**src/hw/sdpd_pkg.sv**
```systemverilog
// Purpose: shared constants and types for the dram power-down/clock model
// Assumes: 10 MHz core clock, command encoding cs_n,ras_n,cas_n,we_n
// Notes:   both ends of the link use these names
package sdpd_pkg;
   // ==========================================================
   // command encodings {cs_n, ras_n, cas_n, we_n}
   localparam logic [3:0] CMD_NOP   = 4'h7;
   localparam logic [3:0] CMD_ACT   = 4'h3;
   localparam logic [3:0] CMD_READ  = 4'h5;
   localparam logic [3:0] CMD_WRITE = 4'h4;
   localparam logic [3:0] CMD_PRE   = 4'h2;
   localparam logic [3:0] CMD_REF   = 4'h1;
   localparam logic [3:0] CMD_MRS   = 4'h0;
   // ==========================================================
   // timing
   localparam int CLK_NS        = 100;
   localparam int TCKE_NS       = 300;
   localparam int TCKE_CYC      = (TCKE_NS + CLK_NS - 1) / CLK_NS;
   localparam int TXP_NS        = 200;
   localparam int TXP_CYC       = (TXP_NS + CLK_NS - 1) / CLK_NS;
   localparam int TXARDS_NS     = 600;
   localparam int TXARDS_CYC    = (TXARDS_NS + CLK_NS - 1) / CLK_NS;
   localparam int OP_CYC        = 4;
   localparam int FREQ_WAIT_CYC = 2;
   localparam int MAX_REFI      = 8;
   localparam int TREFI_NS      = 7800;
   localparam int TREFI_CYC     = TREFI_NS / CLK_NS;
   localparam int PD_MAX_CYC    = MAX_REFI * TREFI_CYC;
   localparam int CNT_W         = 10;
   // ==========================================================
   // controller register map (wishbone word offsets)
   localparam logic [3:0] REG_CTRL   = 4'h0;
   localparam logic [3:0] REG_STATUS = 4'h4;
   localparam int CTRL_PD   = 0;
   localparam int CTRL_FAST = 1;
   localparam int CTRL_OPEN = 2;
   localparam int CTRL_ODT  = 3;
   // ==========================================================
   typedef enum logic [3:0] {
      SDPD_UP   = 4'h1,
      SDPD_PPD  = 4'h2,
      SDPD_APDF = 4'h4,
      SDPD_APDS = 4'h8
   } sdpd_dev_t;
   typedef enum logic [3:0] {
      SDPD_C_RUN  = 4'h1,
      SDPD_C_DOWN = 4'h2,
      SDPD_C_EXIT = 4'h4,
      SDPD_C_HOLD = 4'h8
   } sdpd_ctl_t;
endpackage

```
**src/hw/sdpd_if.sv**
```systemverilog
// Purpose: pin bundle between memory controller and dram model
// Assumes: single clock, controller drives all pins
// Notes:   no two-way pins in this slice
`timescale 1ns/100ps
interface sdpd_if;
   logic       cke;
   logic       cs_n;
   logic       ras_n;
   logic       cas_n;
   logic       we_n;
   logic       odt;
   logic       ck_run;
   modport ctl (output cke, cs_n, ras_n, cas_n, we_n, odt, ck_run);
   modport dev (input  cke, cs_n, ras_n, cas_n, we_n, odt, ck_run);
endinterface

```
**src/hw/sdpd_ctl.sv**
```systemverilog
// Purpose: controller end: wishbone registers drive power-down on pins
// Assumes: software writes ctrl; ctl issues nop around cke edges
// Notes:   ack comes one cycle after the strobe
//
// The placing of the registers and the Wishbone slave port were decided locally.
`timescale 1ns/100ps
module sdpd_ctl (
   input  wire logic        clk_i,
   input  wire logic        rst_i,
   input  wire logic        wb_cyc_i,
   input  wire logic        wb_stb_i,
   input  wire logic        wb_we_i,
   input  wire logic [3:0]  wb_adr_i,
   input  wire logic [3:0]  wb_sel_i,
   input  wire logic [31:0] wb_dat_i,
   output logic      [31:0] wb_dat_o,
   output logic             wb_ack_o,
   sdpd_if.ctl              pin
);
   // ==========================================================
   // state
   typedef struct packed {
      sdpd_pkg::sdpd_ctl_t      st;
      logic [3:0]               ctrl;
      logic [sdpd_pkg::CNT_W-1:0] cnt;
      logic [15:0]              pdcnt;
      logic                     ack;
      logic [31:0]              dat;
      logic                     cke;
      logic                     odt;
      logic [3:0]               cmd;
      logic                     fast;
      logic                     open;
   } sdpd_cst_t;
   sdpd_cst_t s_r, s_nxt;
   logic acc;
   always_comb begin
      s_nxt = s_r;
      s_nxt.ack = 1'b0;
      // one-cycle commands; nop on every other edge
      s_nxt.cmd = sdpd_pkg::CMD_NOP;
      acc = wb_cyc_i && wb_stb_i && !s_r.ack;
      if (acc) begin
         s_nxt.ack = 1'b1;
         s_nxt.dat = 32'h0;
         if (wb_we_i && wb_adr_i == sdpd_pkg::REG_CTRL && wb_sel_i[0])
            s_nxt.ctrl = wb_dat_i[3:0];
         else if (!wb_we_i && wb_adr_i == sdpd_pkg::REG_CTRL)
            s_nxt.dat = {28'h0, s_r.ctrl};
         else if (!wb_we_i && wb_adr_i == sdpd_pkg::REG_STATUS)
            s_nxt.dat = {28'h0, s_r.st};
      end
      if (s_r.cnt != '0)
         s_nxt.cnt = s_r.cnt - 1'b1;
      unique case (s_r.st)
         sdpd_pkg::SDPD_C_RUN: begin
            s_nxt.odt = s_r.ctrl[sdpd_pkg::CTRL_ODT];
            // dll is never reset here, so entry is always with it locked
            // cke only drops at an edge with a nop
            if (s_r.cnt != '0) begin
               // last command's time still running: cke stays up
            end else if (s_r.ctrl[sdpd_pkg::CTRL_OPEN] != s_r.open) begin
               s_nxt.cmd  = s_r.ctrl[sdpd_pkg::CTRL_OPEN] ?
                            sdpd_pkg::CMD_ACT : sdpd_pkg::CMD_PRE;
               s_nxt.open = s_r.ctrl[sdpd_pkg::CTRL_OPEN];
               s_nxt.cnt  = sdpd_pkg::CNT_W'(sdpd_pkg::OP_CYC);
            end else if (s_r.ctrl[sdpd_pkg::CTRL_FAST] != s_r.fast) begin
               s_nxt.cmd  = sdpd_pkg::CMD_MRS;
               s_nxt.fast = s_r.ctrl[sdpd_pkg::CTRL_FAST];
               s_nxt.cnt  = sdpd_pkg::CNT_W'(sdpd_pkg::OP_CYC);
            end else if (s_r.ctrl[sdpd_pkg::CTRL_PD]) begin
               s_nxt.cke = 1'b0;
               s_nxt.st  = sdpd_pkg::SDPD_C_DOWN;
               s_nxt.cnt = sdpd_pkg::CNT_W'(sdpd_pkg::TCKE_CYC);
               s_nxt.pdcnt = 16'h0;
            end
         end
         sdpd_pkg::SDPD_C_DOWN: begin
            s_nxt.pdcnt = s_r.pdcnt + 16'h1;
            // exit on request or at eight refresh intervals
            if (s_r.cnt == '0 && (!s_r.ctrl[sdpd_pkg::CTRL_PD] ||
                32'(s_r.pdcnt) >= sdpd_pkg::PD_MAX_CYC - 1)) begin
               s_nxt.cke = 1'b1;
               s_nxt.st  = sdpd_pkg::SDPD_C_EXIT;
               s_nxt.cnt = sdpd_pkg::CNT_W'(sdpd_pkg::TXARDS_CYC);
            end
         end
         sdpd_pkg::SDPD_C_EXIT: begin
            if (s_r.cnt == '0) begin
               s_nxt.st  = sdpd_pkg::SDPD_C_HOLD;
               s_nxt.cnt = sdpd_pkg::CNT_W'(sdpd_pkg::TCKE_CYC);
            end
         end
         default: begin
            if (s_r.cnt == '0 && !s_r.ctrl[sdpd_pkg::CTRL_PD])
               s_nxt.st = sdpd_pkg::SDPD_C_RUN;
         end
      endcase
      if (s_nxt.st != sdpd_pkg::SDPD_C_RUN)
         s_nxt.odt = 1'b0; // termination off around power-down
   end
   always_ff @(posedge clk_i) begin
      if (rst_i) begin
         s_r <= '{st: sdpd_pkg::SDPD_C_RUN, ctrl: 4'h0, cnt: '0,
                  pdcnt: 16'h0, ack: 1'b0, dat: 32'h0, cke: 1'b1,
                  odt: 1'b0, cmd: sdpd_pkg::CMD_NOP, fast: 1'b0,
                  open: 1'b0};
      end else begin
         s_r <= s_nxt;
      end
   end
   assign wb_ack_o   = s_r.ack;
   assign wb_dat_o   = s_r.dat;
   assign pin.cke    = s_r.cke;
   assign pin.odt    = s_r.odt;
   assign pin.cs_n   = s_r.cmd[3];
   assign pin.ras_n  = s_r.cmd[2];
   assign pin.cas_n  = s_r.cmd[1];
   assign pin.we_n   = s_r.cmd[0];
   // clock kept stable, never spread nor retuned
   // no spreading or rate change
   assign pin.ck_run = 1'b1;
endmodule

```
**src/flat_wrapper.sv**
```systemverilog
// flat-port wrapper written by rule: the top's interface ports become plain ports
module sdpd_ctl_flat 
  (clk_i, rst_i, wb_cyc_i, wb_stb_i, wb_we_i, wb_adr_i, wb_sel_i, wb_dat_i, wb_dat_o, wb_ack_o, pin_cke, pin_cs_n, pin_ras_n, pin_cas_n, pin_we_n, pin_odt, pin_ck_run);
  sdpd_if pin_i ();
  input  wire logic clk_i;
  input  wire logic rst_i;
  input  wire logic wb_cyc_i;
  input  wire logic wb_stb_i;
  input  wire logic wb_we_i;
  input  wire logic [3:0] wb_adr_i;
  input  wire logic [3:0] wb_sel_i;
  input  wire logic [31:0] wb_dat_i;
  output logic      [31:0] wb_dat_o;
  output logic wb_ack_o;
  output wire logic [$bits(pin_i.cke)-1:0] pin_cke;
  output wire logic [$bits(pin_i.cs_n)-1:0] pin_cs_n;
  output wire logic [$bits(pin_i.ras_n)-1:0] pin_ras_n;
  output wire logic [$bits(pin_i.cas_n)-1:0] pin_cas_n;
  output wire logic [$bits(pin_i.we_n)-1:0] pin_we_n;
  output wire logic [$bits(pin_i.odt)-1:0] pin_odt;
  output wire logic [$bits(pin_i.ck_run)-1:0] pin_ck_run;
  assign pin_cke = pin_i.cke;
  assign pin_cs_n = pin_i.cs_n;
  assign pin_ras_n = pin_i.ras_n;
  assign pin_cas_n = pin_i.cas_n;
  assign pin_we_n = pin_i.we_n;
  assign pin_odt = pin_i.odt;
  assign pin_ck_run = pin_i.ck_run;
  sdpd_ctl u_core (.clk_i(clk_i), .rst_i(rst_i), .wb_cyc_i(wb_cyc_i), .wb_stb_i(wb_stb_i), .wb_we_i(wb_we_i), .wb_adr_i(wb_adr_i), .wb_sel_i(wb_sel_i), .wb_dat_i(wb_dat_i), .wb_dat_o(wb_dat_o), .wb_ack_o(wb_ack_o), .pin(pin_i));
endmodule
```
**config.mk**
```make
export PLATFORM = sky130hd
export DESIGN_NAME = sdpd_ctl_flat
export DESIGN_NICKNAME = d
export VERILOG_FILES = /design/src/hw/sdpd_pkg.sv /design/src/hw/sdpd_if.sv /design/src/hw/sdpd_ctl.sv /design/src/flat_wrapper.sv
export SDC_FILE = /design/constraint.sdc
export NUM_CORES = 1
export LEC_CHECK = 0
export BUFFER_PORTS_ARGS = -buffer_cell sky130_fd_sc_hd__buf_2
export CAP_MARGIN = 20
export CORE_UTILIZATION = 40
export DETAILED_ROUTE_END_ITERATION = 10
export PLACE_DENSITY_LB_ADDON = 0.08
export SLEW_MARGIN = 20
export SYNTH_ARGS = -nofsm -noshare
export SYNTH_HDL_FRONTEND = slang
export SYNTH_SLANG_ARGS = --single-unit
```
**constraint.sdc**
```tcl
create_clock -name clk_i -period 4.4 [get_ports clk_i]
set_input_delay 0.44 -clock clk_i [delete_from_list [all_inputs] [get_ports clk_i]]
set_output_delay 0.44 -clock clk_i [all_outputs]
set_load 0.02 [all_outputs]
```
* After elaboration in Yosys (flattened, before gate mapping)
Index checks and enable logic that the tools add are counted.
** Word-level totals
- Bits in registers :: 75
- Bits of input ports :: 45
- Output and inout port bits :: 40
- Logic and storage cells :: 84
** Cells by class
- Add/subtract/negate cells :: 2
- $lt $le $gt $ge :: 1
- Equal/unequal tests :: 12
- Mux-type cells :: 32
- Bitwise operators :: 3
- Reduce and logical (&&, ||, !) cells :: 23
** Operators with widths (count)
- $mux 32 :: 2
- $mux 26 :: 2
- $mux 10 :: 5
- $mux 4 :: 10
- $mux 33 :: 1
- $mux 16 :: 2
- $pmux 16 s2 :: 1
- $pmux 10 s3 :: 1
- $add 16x1->16 const B :: 1
- $ge 16x10->1 const B :: 1
- $pmux 4 s3 :: 1
- $logic_not 10->1 :: 1
- $reduce_bool 10->1 :: 1
- $sub 10x1->10 const B :: 1
- $eq 4x3->1 const B :: 2
- $logic_and 1x1->1 :: 8
- $mux 1 :: 6
- $ne 2x2->1 const B :: 3
- $reduce_and 6->1 :: 1
- $reduce_and 5->1 :: 1
- $eq 4x1->1 const B :: 1
- $eq 4x2->1 const B :: 1
- $logic_not 4->1 :: 1
- $ne 2x1->1 const B :: 2
- 12 further kinds :: 17

* Longest topological paths before layout
- Depth in word-level cells :: 7
- Mapped depth :: 10
- Gate-level depth less buffers :: 9

* Worst setup path after synthesis
No wires, ideal clock.
- Path kind :: register to register
- Start :: register u_core.s_r[57] in the netlist's numbering
- End :: register u_core.s_r[49] in the netlist's numbering
- Library setup time :: 71 ps
- Arrival time :: 2237 ps
- Data required time :: 4329 ps
- Path slack :: 2092 ps
- Stages on the path, launching flop included :: 9
- Path buffers :: 1
- Period minus slack after synthesis :: 2308 ps
- Path through :: dfxtp_1 -> inv_1 -> ha_1 -> or4b_4 -> nor3_4 -> a41oi_2 -> buf_2 -> or4_1 -> a21oi_1
** On the way
- Cells in the longest elaborated chain, start to end :: 3
** RTL lines
- start: declaration :: line sdpd_ctl.sv:35 : sdpd_cst_t s_r, s_nxt;
- start signal: assignment :: line sdpd_ctl.sv:104 : s_r <= '{st: sdpd_pkg::SDPD_C_RUN, ctrl: 4'h0, cnt: '0,
- start signal: assignment :: line sdpd_ctl.sv:109 : s_r <= s_nxt;
- $reduce_bool 10->1 :: line sdpd_ctl.sv:60 : if (s_r.cnt != '0) begin
- $ne 2x2->1 (no source line)
- $reduce_and 5->1 (no source line)
Every way passes these cells.
A chain may end at the register's enable or synchronous reset.

* Worst setup path after layout
- Start :: register u_core.s_r[57] in the netlist's numbering
- End :: register u_core.s_r[56] in the netlist's numbering
The elaborated chain is that of the path after synthesis.

==> impl_metrics.toml <==
[logic_synthesis]
yosysTopAreaCell = "dfxtp_1"
synth_area_um2 = 2515
syn_area_per_cell_um2 = 8.273
synth_edf_count = 0
netlist.area_leader.share = 0.3662
synth_area_leaders = "dfxtp_1, buf_4, a21oi_1"
synthCells = 304
synth-async-reset-ratio = 0
synth-seq-cells = 46
synth_warnings = 0
ys_seq_area_frac = 0.3662
synth-main-ff-cell = "dfxtp_1"
synthDistinctLibCells = 48

[floorplan]
start_util = 0.4198
ios = 85
rows = 28
coreArea_um2 = 5991
die_w_um = 81.29
dieArea_um2 = 6608
die_h_um = 81.29

[sta]
fin_skew_ps = 10.41
timing.final.crit_share = 0.6894
hold_violations = 0
period_minus_slack_ps = 3034
holdWs_ps = 366.6
setup_tns_ps = 0
finalMaxSlewViolations = 0
grt_setup_unrepaired = "no"
fmax_mhz = 329.6
slew_headroom = 0.4834
tightest_slew_ps = 764.9
setup_viol = 0

[clocking]
cts_hold_buf = 0
cts_made_buffers = 5
tritoncts = "built"
h-tree-depth = 2
clock_latency_ps = 300
cts_resized = 0
cts.sinks = 46
clock_path_buffers = 2
clkTransAtPathRegs_ps = 90
cts-root-buf = "clkbuf_8"
post-cts-setup-buffer-count = 0

[critical_path]
path_max_fanout = 22
crit_required_ps = 4630
cp.arrival_ps = 3260
critPathKind = "reg2reg"
cp-start-kind = "flop"
reg2reg_depth = 7
cp-end-kind = "flop"
reg2reg_slack_ps = 1370
reg2reg_from = "u_core.s_r[57]"
r2r-end = "u_core.s_r[56]"

[worst_hold_path]
hold_depth = 3
min_to = "u_core.s_r[69]"
min_from = "wb_dat_i[2]"
hold_path.class = "in2reg"

[finish]
nets = 362
final_common_cell = "dfxtp_1"
multi_input_area_um2 = 1351
drive_gt1_frac = 0.1333
nFillCells = 641
final_cell_mix = "dfxtp_1, nor2_1, conb_1"
diodes = 0
seq_area_um2 = 920.9
syn_to_final_growth_pct = 3.881

[routing]
firstDrtPassIters = 6
ant_nets = 0
drt_iter0_drc = 81
wl_mm = 5.098
vias_per_cell = 5.223
remaining_drc_errors = 0
wire_per_inst_um = 13.07
vias = 2037

[grt]
grt_pass1_vias = 1799
use_met1 = 0.2154
use_met3 = 0.03258
grt_util_met2 = 0.2517
grt_pass1_wl_mm = 8.238
gr-usage-all-layers = 0.1633
antenna_found_initial = 0
grt-ovfl-total = 0
grt_start_max_net_pins = 26
grt-busiest-layer = "met2"

[placed_design]
portBuffers = 23
place.gp.congestion = 0.7294
dpl.hpwl_mm = 3.532

[pwr]
p_leak_nw = 0.9620
power_density_nw_per_um2 = 417.5
p_total_mw = 1.091
irDropWorstVdd_uv = 206.0

[run]
drv_cap = 0

[run_status]
status = "complete, no violations"
[synthesized netlist by cell type, types with 4 or more instances]
cell       n
a21oi_1   25
a22oi_1    5
buf_4     34
clkbuf_1  13
dfxtp_1   46
inv_1      8
mux2i_1    5
nand2_1   19
nand3_1   10
nand4_1    6
nor2_1    33
nor3_1     7
o21ai_0   13
o31ai_1    4
or3_1     11
or4_1      8
xnor2_1    4
xor2_1     6
[critical path, cell delays in order, from the launching register on]
cell     delay [ps]
dfxtp_1         340
inv_1            90
ha_1            200
or4b_4          530
nor3_4          490
a41oi_2         530
or4_1           640
a21oi_1         150
[per-layer routing]
layer / wire, um / up-vias
met3: 183 / 9
li1: - / 1045
met1: 2456 / 943
met2: 2354 / 40
met5: 0 / -
met4: 104 / 0
[flip-flops by register name (all words and copies together) (netlist names)]
register and count:
u_core.s_r 36, u_core.wb_dat_o 4, u_core.pin.cas_n 1, u_core.pin.cke 1
u_core.pin.odt 1, u_core.pin.ras_n 1, u_core.pin.we_n 1, u_core.wb_ack_o 1
[final cells by class]
| type | instances | share of cell area |
|---|---|---|
| multi-input cells | 228 | 0.5172 |
| flip-flops and latches | 46 | 0.3525 |
| repair buffers | 25 | 0.04981 |
| well taps | 75 | 0.03592 |
| clock buffers | 6 | 0.02778 |
| inverters | 8 | 0.01149 |
| clock inverters | 2 | 0.005268 |
[worst max path at each step]
stage	to	from
floorplan	u_core.s_r[49]	u_core.s_r[57]
global placement	u_core.s_r[56]	u_core.s_r[57]
detailed placement	u_core.s_r[56]	u_core.s_r[57]
CTS	u_core.s_r[56]	u_core.s_r[57]
global route	u_core.s_r[56]	u_core.s_r[57]
finish	u_core.s_r[56]	u_core.s_r[57]
[report_power, final]
part	leakage, nW	internal [mW]	switching, mW
clock network	0.0452	0.112	0.148
logic	0.544	0.134	0.203
registers	0.373	0.451	0.0423
total	0.962	0.697	0.394
[metrics by stage]
stage | utilization | worst slack, ps | instances | area, um2
floorplan | - | 2092 | 332 | 2620
global placement | 0.4217 | 1342 | 382 | 2526
detailed placement | 0.4217 | 1348 | 382 | 2526
CTS | 0.4361 | 1334 | 390 | 2613
global route | 0.4361 | 1118 | 390 | 2613
finish | 0.4361 | 1366 | 390 | 2613
[logic make-up (layout without fill, tap and decap cells)]
| family | count (synthesis) | in the layout | synth area share |
|---|---|---|---|
| xor gates and xnor gates | 10 | 10 | 0.03482 |
| buffers and inverters | 58 | 41 | 0.1383 |
| muxes | 8 | 8 | 0.03333 |
| and+or+nand+nor | 114 | 114 | 0.2503 |
| AOI/OAI and AO/OA | 63 | 63 | 0.1592 |
| DFF | 46 | 46 | 0.3662 |
| adders and majority gates | 3 | 3 | 0.01493 |
| other | 2 | 30 | 0.002986 |
Power figures use the tool's default switching activity.
